--- src/inc/muldiv_pkg.sv ---
// Shared constants for the multiply/divide unit
`default_nettype none
package muldiv_pkg;
	// Operation codes on issue_op
	localparam logic [3:0] OP_PRODUCT_TO_GPR           = 4'h0;
	localparam logic [3:0] OP_PRODUCT_TO_ACC           = 4'h1;
	localparam logic [3:0] OP_PRODUCT_TO_ACC_UNSIGNED  = 4'h2;
	localparam logic [3:0] OP_PRODUCT_ADD_ACC          = 4'h3;
	localparam logic [3:0] OP_PRODUCT_ADD_ACC_UNSIGNED = 4'h4;
	localparam logic [3:0] OP_PRODUCT_SUB_ACC          = 4'h5;
	localparam logic [3:0] OP_PRODUCT_SUB_ACC_UNSIGNED = 4'h6;
	localparam logic [3:0] OP_DIVIDE                   = 4'h7;
	localparam logic [3:0] OP_DIVIDE_UNSIGNED          = 4'h8;

	// Iteration counts
	localparam logic [5:0] MUL_ITERS     = 6'h20;
	localparam logic [5:0] DIV_ITERS     = 6'h20;
	localparam logic [5:0] SKIP_FROM_24  = 6'h07;
	localparam logic [5:0] SKIP_FROM_16  = 6'h0F;
	localparam logic [5:0] SKIP_FROM_8   = 6'h17;

	// Reset values
	localparam logic [31:0] ACC_RESET    = 32'h0000_0000;
endpackage
`default_nettype wire

--- src/hw/muldiv_unit.sv ---
// Multiply/divide unit with high/low accumulator, pipelined or compact build
// Function
// - Pipelined: 32x16 multiply accepted every clock
// - Pipelined: 32x32 multiply to accumulator issues every second cycle
// - Pipelined divide one bit per clock, max 33 stall cycles
// - Early-in skips 7, 15 or 23 iterations
// - Pipelined: stall new ops during divide
// - Compact multiply iterates 32 clocks, one adder
// - Compact divide always 33 stall cycles, no skip
// - Compact: stall new ops while busy
// - Product-to-register writes low 32 bits only
// - Multiply-add adds product into accumulator
// - Multiply-subtract subtracts product from accumulator
// - Compact stall 31 plain, 33 accumulate
// - Pipelined 32x32 to register stalls two
`timescale 1ns/1ps
`default_nettype none
module muldiv_unit #(
	parameter bit PIPELINED = 1'b1
) (
	// Clock and reset
	input  wire logic        clock,
	input  wire logic        rst_n,
	// Instruction issue
	input  wire logic        issue_valid,
	input  wire logic [3:0]  issue_op,
	input  wire logic [31:0] operand_a,
	input  wire logic [31:0] operand_b,
	output logic             stall,
	// Accumulator read
	input  wire logic        acc_read,
	input  wire logic        acc_read_upper,
	output logic             acc_read_valid,
	output logic [31:0]      acc_read_data,
	// Register file write
	output logic             gpr_write_valid,
	output logic [31:0]      gpr_write_data
);
	typedef enum logic [2:0] {
		ST_IDLE, ST_MPASS, ST_MHOLD, ST_MITER, ST_MACC_LO, ST_MACC_HI, ST_DITER, ST_DFIX
	} state_t;

	function automatic logic is_unsigned(input logic [3:0] op);
		return op == muldiv_pkg::OP_PRODUCT_TO_ACC_UNSIGNED ||
			op == muldiv_pkg::OP_PRODUCT_ADD_ACC_UNSIGNED ||
			op == muldiv_pkg::OP_PRODUCT_SUB_ACC_UNSIGNED ||
			op == muldiv_pkg::OP_DIVIDE_UNSIGNED;
	endfunction

	function automatic logic is_accum(input logic [3:0] op);
		return op == muldiv_pkg::OP_PRODUCT_ADD_ACC ||
			op == muldiv_pkg::OP_PRODUCT_ADD_ACC_UNSIGNED ||
			op == muldiv_pkg::OP_PRODUCT_SUB_ACC ||
			op == muldiv_pkg::OP_PRODUCT_SUB_ACC_UNSIGNED;
	endfunction

	function automatic logic is_sub(input logic [3:0] op);
		return op == muldiv_pkg::OP_PRODUCT_SUB_ACC ||
			op == muldiv_pkg::OP_PRODUCT_SUB_ACC_UNSIGNED;
	endfunction

	function automatic logic [31:0] magnitude(input logic [31:0] v, input logic sgn);
		return (sgn && v[31]) ? 32'(-v) : v;
	endfunction

	// One pass of the 32x16 array, sign extended to 64 bits
	function automatic logic [63:0] array_pass(input logic [32:0] a, input logic [16:0] b);
		logic signed [49:0] p;
		p = $signed(a) * $signed(b);
		return {{14{p[49]}}, p};
	endfunction

	// Shift-add step: one 32-bit add, returns {partial_hi, multiplier}
	function automatic logic [63:0] mul_step(input logic [31:0] ph, input logic [31:0] mlr,
		input logic [31:0] mc);
		logic [32:0] sum;
		sum = {1'b0, ph} + {1'b0, (mlr[0] ? mc : 32'h0000_0000)};
		return {sum, mlr[31:1]};
	endfunction

	// Restoring divide step: returns {remainder, shifted dividend with quotient bit}
	function automatic logic [63:0] div_step(input logic [31:0] rem, input logic [31:0] dq,
		input logic [31:0] dv);
		logic [33:0] t;
		t = {1'b0, rem, dq[31]} - {2'b00, dv};
		return {(t[33] ? {rem[30:0], dq[31]} : t[31:0]), dq[30:0], ~t[33]};
	endfunction

	state_t      state_q, state_d;
	logic [5:0]  cnt_q;
	logic [3:0]  op_q;
	logic [31:0] mc_q;
	logic [31:0] hi_q;
	logic [31:0] lo_q;
	logic [32:0] a33_q;
	logic [16:0] bhi_q;
	logic [63:0] p1_q;
	logic        qneg_q;
	logic        rneg_q;
	logic        wb_valid_q;
	logic [3:0]  wb_op_q;
	logic [63:0] wb_val_q;
	logic [31:0] acc_upper_q, acc_upper_d;
	logic [31:0] acc_bottom_q, acc_bottom_d;

	logic        accept;
	logic        op_known;
	logic        op_div;
	logic        sgn;
	logic        fits16;
	logic        big_gpr;
	logic [32:0] a33;
	logic [16:0] blo17;
	logic [16:0] bhi17;
	logic [31:0] mag_a, mag_b;
	logic [5:0]  skip;
	logic [63:0] first_step;
	logic [63:0] iter_step;
	logic [63:0] dstep;
	logic [63:0] mag_prod;
	logic [63:0] acc_full;
	logic [63:0] second_pass;

	assign op_known = issue_op <= muldiv_pkg::OP_DIVIDE_UNSIGNED;
	// Issue only while idle; stall is this state seen through a flop
	assign accept   = issue_valid && op_known && !stall;
	assign op_div   = issue_op == muldiv_pkg::OP_DIVIDE ||
		issue_op == muldiv_pkg::OP_DIVIDE_UNSIGNED;
	assign sgn      = !is_unsigned(issue_op);
	assign a33      = {sgn & operand_a[31], operand_a};
	assign fits16   = sgn ? (&operand_b[31:15] || ~|operand_b[31:15]) : ~|operand_b[31:16];
	assign blo17    = {sgn & fits16 & operand_b[15], operand_b[15:0]};
	assign bhi17    = {sgn & operand_b[31], operand_b[31:16]};
	assign big_gpr  = issue_op == muldiv_pkg::OP_PRODUCT_TO_GPR;
	assign mag_a    = magnitude(operand_a, sgn);
	assign mag_b    = magnitude(operand_b, sgn);
	assign first_step = mul_step(32'h0000_0000, mag_b, mag_a);
	assign iter_step  = mul_step(hi_q, lo_q, mc_q);
	assign dstep      = div_step(hi_q, lo_q, mc_q);
	assign mag_prod   = {hi_q, lo_q};
	// Upper multiplier half against the held multiplicand
	assign second_pass = array_pass(a33_q, bhi_q);

	// Early-in: smallest significant width wins
	always_comb begin
		skip = 6'h00;
		if (PIPELINED) begin
			if (sgn ? (&operand_a[31:7] || ~|operand_a[31:7]) : ~|operand_a[31:8])
				skip = muldiv_pkg::SKIP_FROM_8;
			else if (sgn ? (&operand_a[31:15] || ~|operand_a[31:15]) : ~|operand_a[31:16])
				skip = muldiv_pkg::SKIP_FROM_16;
			else if (sgn ? (&operand_a[31:23] || ~|operand_a[31:23]) : ~|operand_a[31:24])
				skip = muldiv_pkg::SKIP_FROM_24;
		end
	end

	// Control sequencing
	always_comb begin
		state_d = state_q;
		unique case (state_q)
			ST_IDLE: begin
				if (accept) begin
					if (op_div)
						state_d = ST_DITER;
					else if (!PIPELINED)
						state_d = ST_MITER;
					else if (!fits16)
						state_d = ST_MPASS;
				end
			end
			ST_MPASS:   state_d = (op_q == muldiv_pkg::OP_PRODUCT_TO_GPR) ? ST_MHOLD : ST_IDLE;
			ST_MHOLD:   state_d = ST_IDLE;
			ST_MITER: begin
				if (cnt_q == muldiv_pkg::MUL_ITERS - 6'h01)
					state_d = is_accum(op_q) ? ST_MACC_LO : ST_IDLE;
			end
			ST_MACC_LO: state_d = ST_MACC_HI;
			ST_MACC_HI: state_d = ST_IDLE;
			ST_DITER: begin
				if (cnt_q == 6'h01)
					state_d = ST_DFIX;
			end
			ST_DFIX:    state_d = ST_IDLE;
		endcase
	end

	always_ff @(posedge clock or negedge rst_n) begin
		if (!rst_n) begin
			state_q <= ST_IDLE;
			stall   <= 1'b0;
		end else begin
			state_q <= state_d;
			stall   <= state_d != ST_IDLE;
		end
	end

	// Iterative datapath and array operands
	always_ff @(posedge clock or negedge rst_n) begin
		if (!rst_n) begin
			cnt_q  <= 6'h00;
			op_q   <= muldiv_pkg::OP_PRODUCT_TO_GPR;
			mc_q   <= 32'h0000_0000;
			hi_q   <= 32'h0000_0000;
			lo_q   <= 32'h0000_0000;
			a33_q  <= 33'h0_0000_0000;
			bhi_q  <= 17'h0_0000;
			p1_q   <= 64'h0000_0000_0000_0000;
			qneg_q <= 1'b0;
			rneg_q <= 1'b0;
		end else if (accept) begin
			op_q   <= issue_op;
			a33_q  <= a33;
			bhi_q  <= bhi17;
			p1_q   <= array_pass(a33, blo17);
			qneg_q <= sgn && (operand_a[31] ^ operand_b[31]);
			rneg_q <= sgn && operand_a[31];
			if (op_div) begin
				mc_q  <= mag_b;
				hi_q  <= 32'h0000_0000;
				lo_q  <= mag_a << skip;
				cnt_q <= muldiv_pkg::DIV_ITERS - skip;
			end else begin
				// First shift-add step happens in the issue cycle
				mc_q  <= mag_a;
				hi_q  <= first_step[63:32];
				lo_q  <= first_step[31:0];
				cnt_q <= 6'h01;
			end
		end else if (state_q == ST_MITER) begin
			hi_q  <= iter_step[63:32];
			lo_q  <= iter_step[31:0];
			cnt_q <= cnt_q + 6'h01;
		end else if (state_q == ST_DITER) begin
			hi_q  <= dstep[63:32];
			lo_q  <= dstep[31:0];
			cnt_q <= cnt_q - 6'h01;
		end
	end

	// Completion stage: one slot that finishes add, accumulate or write
	always_ff @(posedge clock or negedge rst_n) begin
		if (!rst_n) begin
			wb_valid_q <= 1'b0;
			wb_op_q    <= muldiv_pkg::OP_PRODUCT_TO_GPR;
			wb_val_q   <= 64'h0000_0000_0000_0000;
		end else begin
			wb_valid_q <= 1'b0;
			if (accept && PIPELINED && !op_div && fits16) begin
				wb_valid_q <= 1'b1;
				wb_op_q    <= issue_op;
				wb_val_q   <= array_pass(a33, blo17);
			end else if (state_q == ST_MPASS) begin
				wb_valid_q <= 1'b1;
				wb_op_q    <= op_q;
				wb_val_q   <= 64'(p1_q + {second_pass[47:0], 16'h0000});
			end else if (state_q == ST_MITER && state_d == ST_IDLE) begin
				// Last shift-add lands on this edge, so take the step itself
				wb_valid_q <= 1'b1;
				wb_op_q    <= op_q;
				wb_val_q   <= qneg_q ? 64'(-iter_step) : iter_step;
			end else if (state_q == ST_MACC_HI) begin
				wb_valid_q <= 1'b1;
				wb_op_q    <= op_q;
				wb_val_q   <= qneg_q ? 64'(-mag_prod) : mag_prod;
			end else if (state_q == ST_DFIX) begin
				wb_valid_q <= 1'b1;
				wb_op_q    <= op_q;
				wb_val_q   <= {(rneg_q ? 32'(-hi_q) : hi_q), (qneg_q ? 32'(-lo_q) : lo_q)};
			end
		end
	end

	// Accumulator next value, also forwarded to reads
	assign acc_full = {acc_upper_q, acc_bottom_q};
	always_comb begin
		acc_upper_d  = acc_upper_q;
		acc_bottom_d = acc_bottom_q;
		if (wb_valid_q && wb_op_q != muldiv_pkg::OP_PRODUCT_TO_GPR) begin
			if (is_accum(wb_op_q) && is_sub(wb_op_q))
				{acc_upper_d, acc_bottom_d} = 64'(acc_full - wb_val_q);
			else if (is_accum(wb_op_q))
				{acc_upper_d, acc_bottom_d} = 64'(acc_full + wb_val_q);
			else
				{acc_upper_d, acc_bottom_d} = wb_val_q;
		end
	end

	always_ff @(posedge clock or negedge rst_n) begin
		if (!rst_n) begin
			acc_upper_q  <= muldiv_pkg::ACC_RESET;
			acc_bottom_q <= muldiv_pkg::ACC_RESET;
		end else begin
			acc_upper_q  <= acc_upper_d;
			acc_bottom_q <= acc_bottom_d;
		end
	end

	// Register file write of the low product word
	always_ff @(posedge clock or negedge rst_n) begin
		if (!rst_n) begin
			gpr_write_valid <= 1'b0;
			gpr_write_data  <= 32'h0000_0000;
		end else begin
			gpr_write_valid <= wb_valid_q && wb_op_q == muldiv_pkg::OP_PRODUCT_TO_GPR;
			if (wb_valid_q && wb_op_q == muldiv_pkg::OP_PRODUCT_TO_GPR)
				gpr_write_data <= wb_val_q[31:0];
		end
	end

	// Reads are refused while busy; the one taken sees any write in flight
	always_ff @(posedge clock or negedge rst_n) begin
		if (!rst_n) begin
			acc_read_valid <= 1'b0;
			acc_read_data  <= 32'h0000_0000;
		end else begin
			acc_read_valid <= acc_read && !stall;
			if (acc_read && !stall)
				acc_read_data <= acc_read_upper ? acc_upper_d : acc_bottom_d;
		end
	end
endmodule
`default_nettype wire

--- config.mk ---
export PLATFORM = sky130hd
export DESIGN_NAME = muldiv_unit
export DESIGN_NICKNAME = d
export VERILOG_FILES = /design/src/inc/muldiv_pkg.sv /design/src/hw/muldiv_unit.sv
export SDC_FILE = /design/constraint.sdc
export NUM_CORES = 2
export LEC_CHECK = 0
export ABC_AREA = 1
export BUFFER_PORTS_ARGS = -buffer_cell sky130_fd_sc_hd__buf_2
export CAP_MARGIN = 20
export CORE_MARGIN = 1.5
export CORE_UTILIZATION = 40
export CTS_CLUSTER_SIZE = 24
export DETAILED_ROUTE_END_ITERATION = 10
export PLACE_DENSITY = 0.66
export SLEW_MARGIN = 25
export SYNTH_ARGS = -nofsm -noshare
export SYNTH_HDL_FRONTEND = slang
export SYNTH_SLANG_ARGS = --single-unit
--- constraint.sdc ---
create_clock -name clock -period 13.44 [get_ports clock]
set_input_delay 2.688 -clock clock [delete_from_list [all_inputs] [get_ports clock]]
set_output_delay 2.688 -clock clock [all_outputs]
set_load 0.01 [all_outputs]
==> metrics.md <==
| Metric | Value |
|---|---|
| Synth cell count leaders | `nand2_1, inv_1, fa_1` |
| Synth Area in XOR/XNOR | `3.578%` |
| Most area-consuming cells after synthesis | `fa_1, nand2_1, dfrtp_1` |
| Dpl hpwl | `295400 um` |
| CTS resizes | `0` |
| CTS tree | `yes` |
| Area Growth Syn to Fin | `5.855%` |
| CTS max path bufs | `3` |
| Hold Path Class | `register to register` |
| Data required time of the worst path | `between 10000 and 15000 ps` |
| Largest net degree at the start of global routing | `103` |
| Worst setup path startpoint | `issue_op[0]` |
| Worst Setup End Kind | `register` |
| EDFF count, synth | `0` |
| CP arrival | `11050 ps` |
| Post-synthesis sequential area ratio | `between 10 and 15%` |
| Latest clock arrival within the worst-skew pair | `720 ps` |
| Synth top area share | `25.96%` |
| Full die area | `207800 sq um` |
| DR WL/cell | `between 20 and 25 um` |
| Slowest cell on crit path | `nand2_1` |
| Fmax | `95.39 MHz` |
| Gate Count Post-Synth | `11880` |
| Top-level I/O count | `140` |
| Post-Syn Nets | `13500` |
| Crit Path Class | `primary input to register` |
| Yosys Warn Count | `0` |
| Top cell by count, worst path | `inv_1` |
| Post-route antenna net violation count | `0` |
| Worst reg2reg path startpoint | `bhi_q[7]` |
| #FFs+latches synth | `410` |
| Slew @ Worst Pin | `approximately 1200 ps` |
| Ys flop type | `dfrtp_1` |
| Mean Syn Cell Area | `6.904 sq um` |
| Hold Crit Start | `acc_read_data[16]` |
| Post-synthesis mux area share | `less than 1%` |
| Minimum clock period | `10480 ps` |
| Layout cell share with drive strength beyond 1 | `under 10%` |
| Vias post-DR | `79020` |
| Largest family of logic cells by synthesized area | `adder cells` |
| Number of remaining DRC errors | `0` |
| Hold_buf cts | `0` |
| Nets | `approximately 13000` |
| Final Slew Violations | `0` |
| Final setup viols | `0` |
| CTS H-tree lvls | `2` |
| Initial DRC count | `8650` |
| Gr ovfl total | `0` |
| Drt via density | `between 5 and 6` |
| Slowest stage delay, CP | `530 ps` |
| Fraction of the mapped netlist area in adder cells | `33.29%` |
| CTS buffer count | `between 50 and 60` |
| Vias in the first global route | `between 70000 and 80000` |
| # port buffers | `about 140` |
| Count leader, synth | `nand2_1` |
| Post-synthesis cell area | `82040 sq um` |
| GRT Util Overall | `approximately a third` |
| Post-synth cell types | `69` |
| Largest fanout on the critical path | `32` |
| Routed wire length | `352700 um` |
| Sink Count | `410` |
| Die W | `455.9 um` |
| Clk_skew | `93.86 ps` |
| Synth area leader | `fa_1` |
| Initial antenna violation count | `25` |
| Root Driver | `clkbuf_16` |
| Asr flop ratio synth | `100.0%` |
| Simple-gate share of the synthesized area | `22.52%` |
| Length of the first detailed-routing pass in iterations | `9` |
| Critical Path Start Type | `primary input` |
| Postcts setup bufs | `0` |
| Unrepaired setup endpoints after global routing | `false` |
| Clock slew at reported path FFs | `roughly 60 ps` |
| Initial core utilization | `40.18%` |
| Max-cap violations | `0` |
| Die Y | `455.9 um` |
| Post-synthesis compound-gate area fraction | `13.37%` |
| Final hold viol count | `0` |
| Global-route wire length before repair | `523500 um` |
| Relative slew slack | `roughly 16%` |
| Placer's final routability congestion estimate | `1.082` |
| Status | `complete, no violations` |
| Layout filler cell count | `21750` |
| Tcrit/Tclk final | `78.00%` |
| Fin Setup TNS | `0 ps` |
| # rows | `166` |
| Core ar. | `slightly above 200000 sq um` |
==> metal layers <==
metal	GRT usage, %	vias to the layer above	part of all wire, %
met5	0	-	0.10
met4	17.46	26	6.3
met3	6.281	793	9.0
met2	51.98	3682	43
met1	45.07	38500	41
li1	-	36020	-
==> path summary, 6_finish.rpt <==
kind                                     end  cells past startpoint  slack, ps
max                             wb_val_q[56]                     35       2960
min in group asynchronous  acc_read_data[25]                      1       2050
min reg2reg                acc_read_data[16]                      2        470
min                        acc_read_data[16]                      2        470
max in group asynchronous             qneg_q                      3       9130
max reg2reg                     wb_val_q[63]                     36       3660
==> kinds of logic after synthesis <==
group / Yosys count
AOI/OAI and AO/OA: 1899
xor gates and xnor gates: 333
adders and majority gates: 1544
buffers and inverters: 3146
DFF: 410
muxes: 5
and+or+nand+nor: 4545
==> through the flow <==
step	hold WS, ps	cell area, sq um	utilization, %	worst slack, ps	cells
final	469.6	86840	42.53	2957	14420
after floorplan	449.2	82040	-	4252	11880
after detailed placement	459.7	84920	41.59	2333	14310
after global routing	505.8	86840	42.53	2510	14420
after global placement	459.9	84920	41.59	2414	14310
after CTS	475.6	86790	42.51	3074	14410
==> layout make-up <==
type                       instances  area [sq um]  share of cell area [%]
tap                             2688          3363                   3.873
sequential                       410         10270                   11.83
clock buffer                      65          1410                   1.624
clock inverter                    33         459.2                  0.5288
inverter                        2616          9821                   11.31
timing repair buffer             270          1693                   1.949
antenna                            9         22.52                 0.02593
multi-input combinational       8326         59800                   68.86
==> placed cells by master, fill, tap and decap left out, types with 130 or more instances in the layout <==
master,netlist,final
dfrtp_1,410,402
a21oi_1,643,643
nor2_1,875,870
nand2_1,2895,2893
xor2_1,251,251
buf_4,17,130
inv_1,2585,2584
o21ai_0,634,633
ha_1,480,480
nand3_1,428,427
buf_2,79,138
fa_1,1064,1064
==> critical path: cells and delay by family <==
family | cells | cell delay, ps
xor gates and xnor gates | 1 | 150
buffers and inverters | 10 | 2220
adders and majority gates | 7 | 3130
AOI/OAI and AO/OA | 4 | 480
and+or+nand+nor | 13 | 2300
==> state kept, by name, summed over array words and instances, names as in the netlist <==
signal           count
a33_q               33
acc_bottom_q        32
acc_read_data       32
acc_read_valid       1
acc_upper_q         32
bhi_q               17
cnt_q                6
gpr_write_data      32
gpr_write_valid      1
hi_q                32
lo_q                32
mc_q                32
op_q                 4
p1_q                50
qneg_q               1
stall                1
state_q              3
wb_op_q              4
wb_val_q            64
wb_valid_q           1
Power is not shown: default switching activity piles up to over one toggle a cycle in this logic, so the estimate is an artifact.
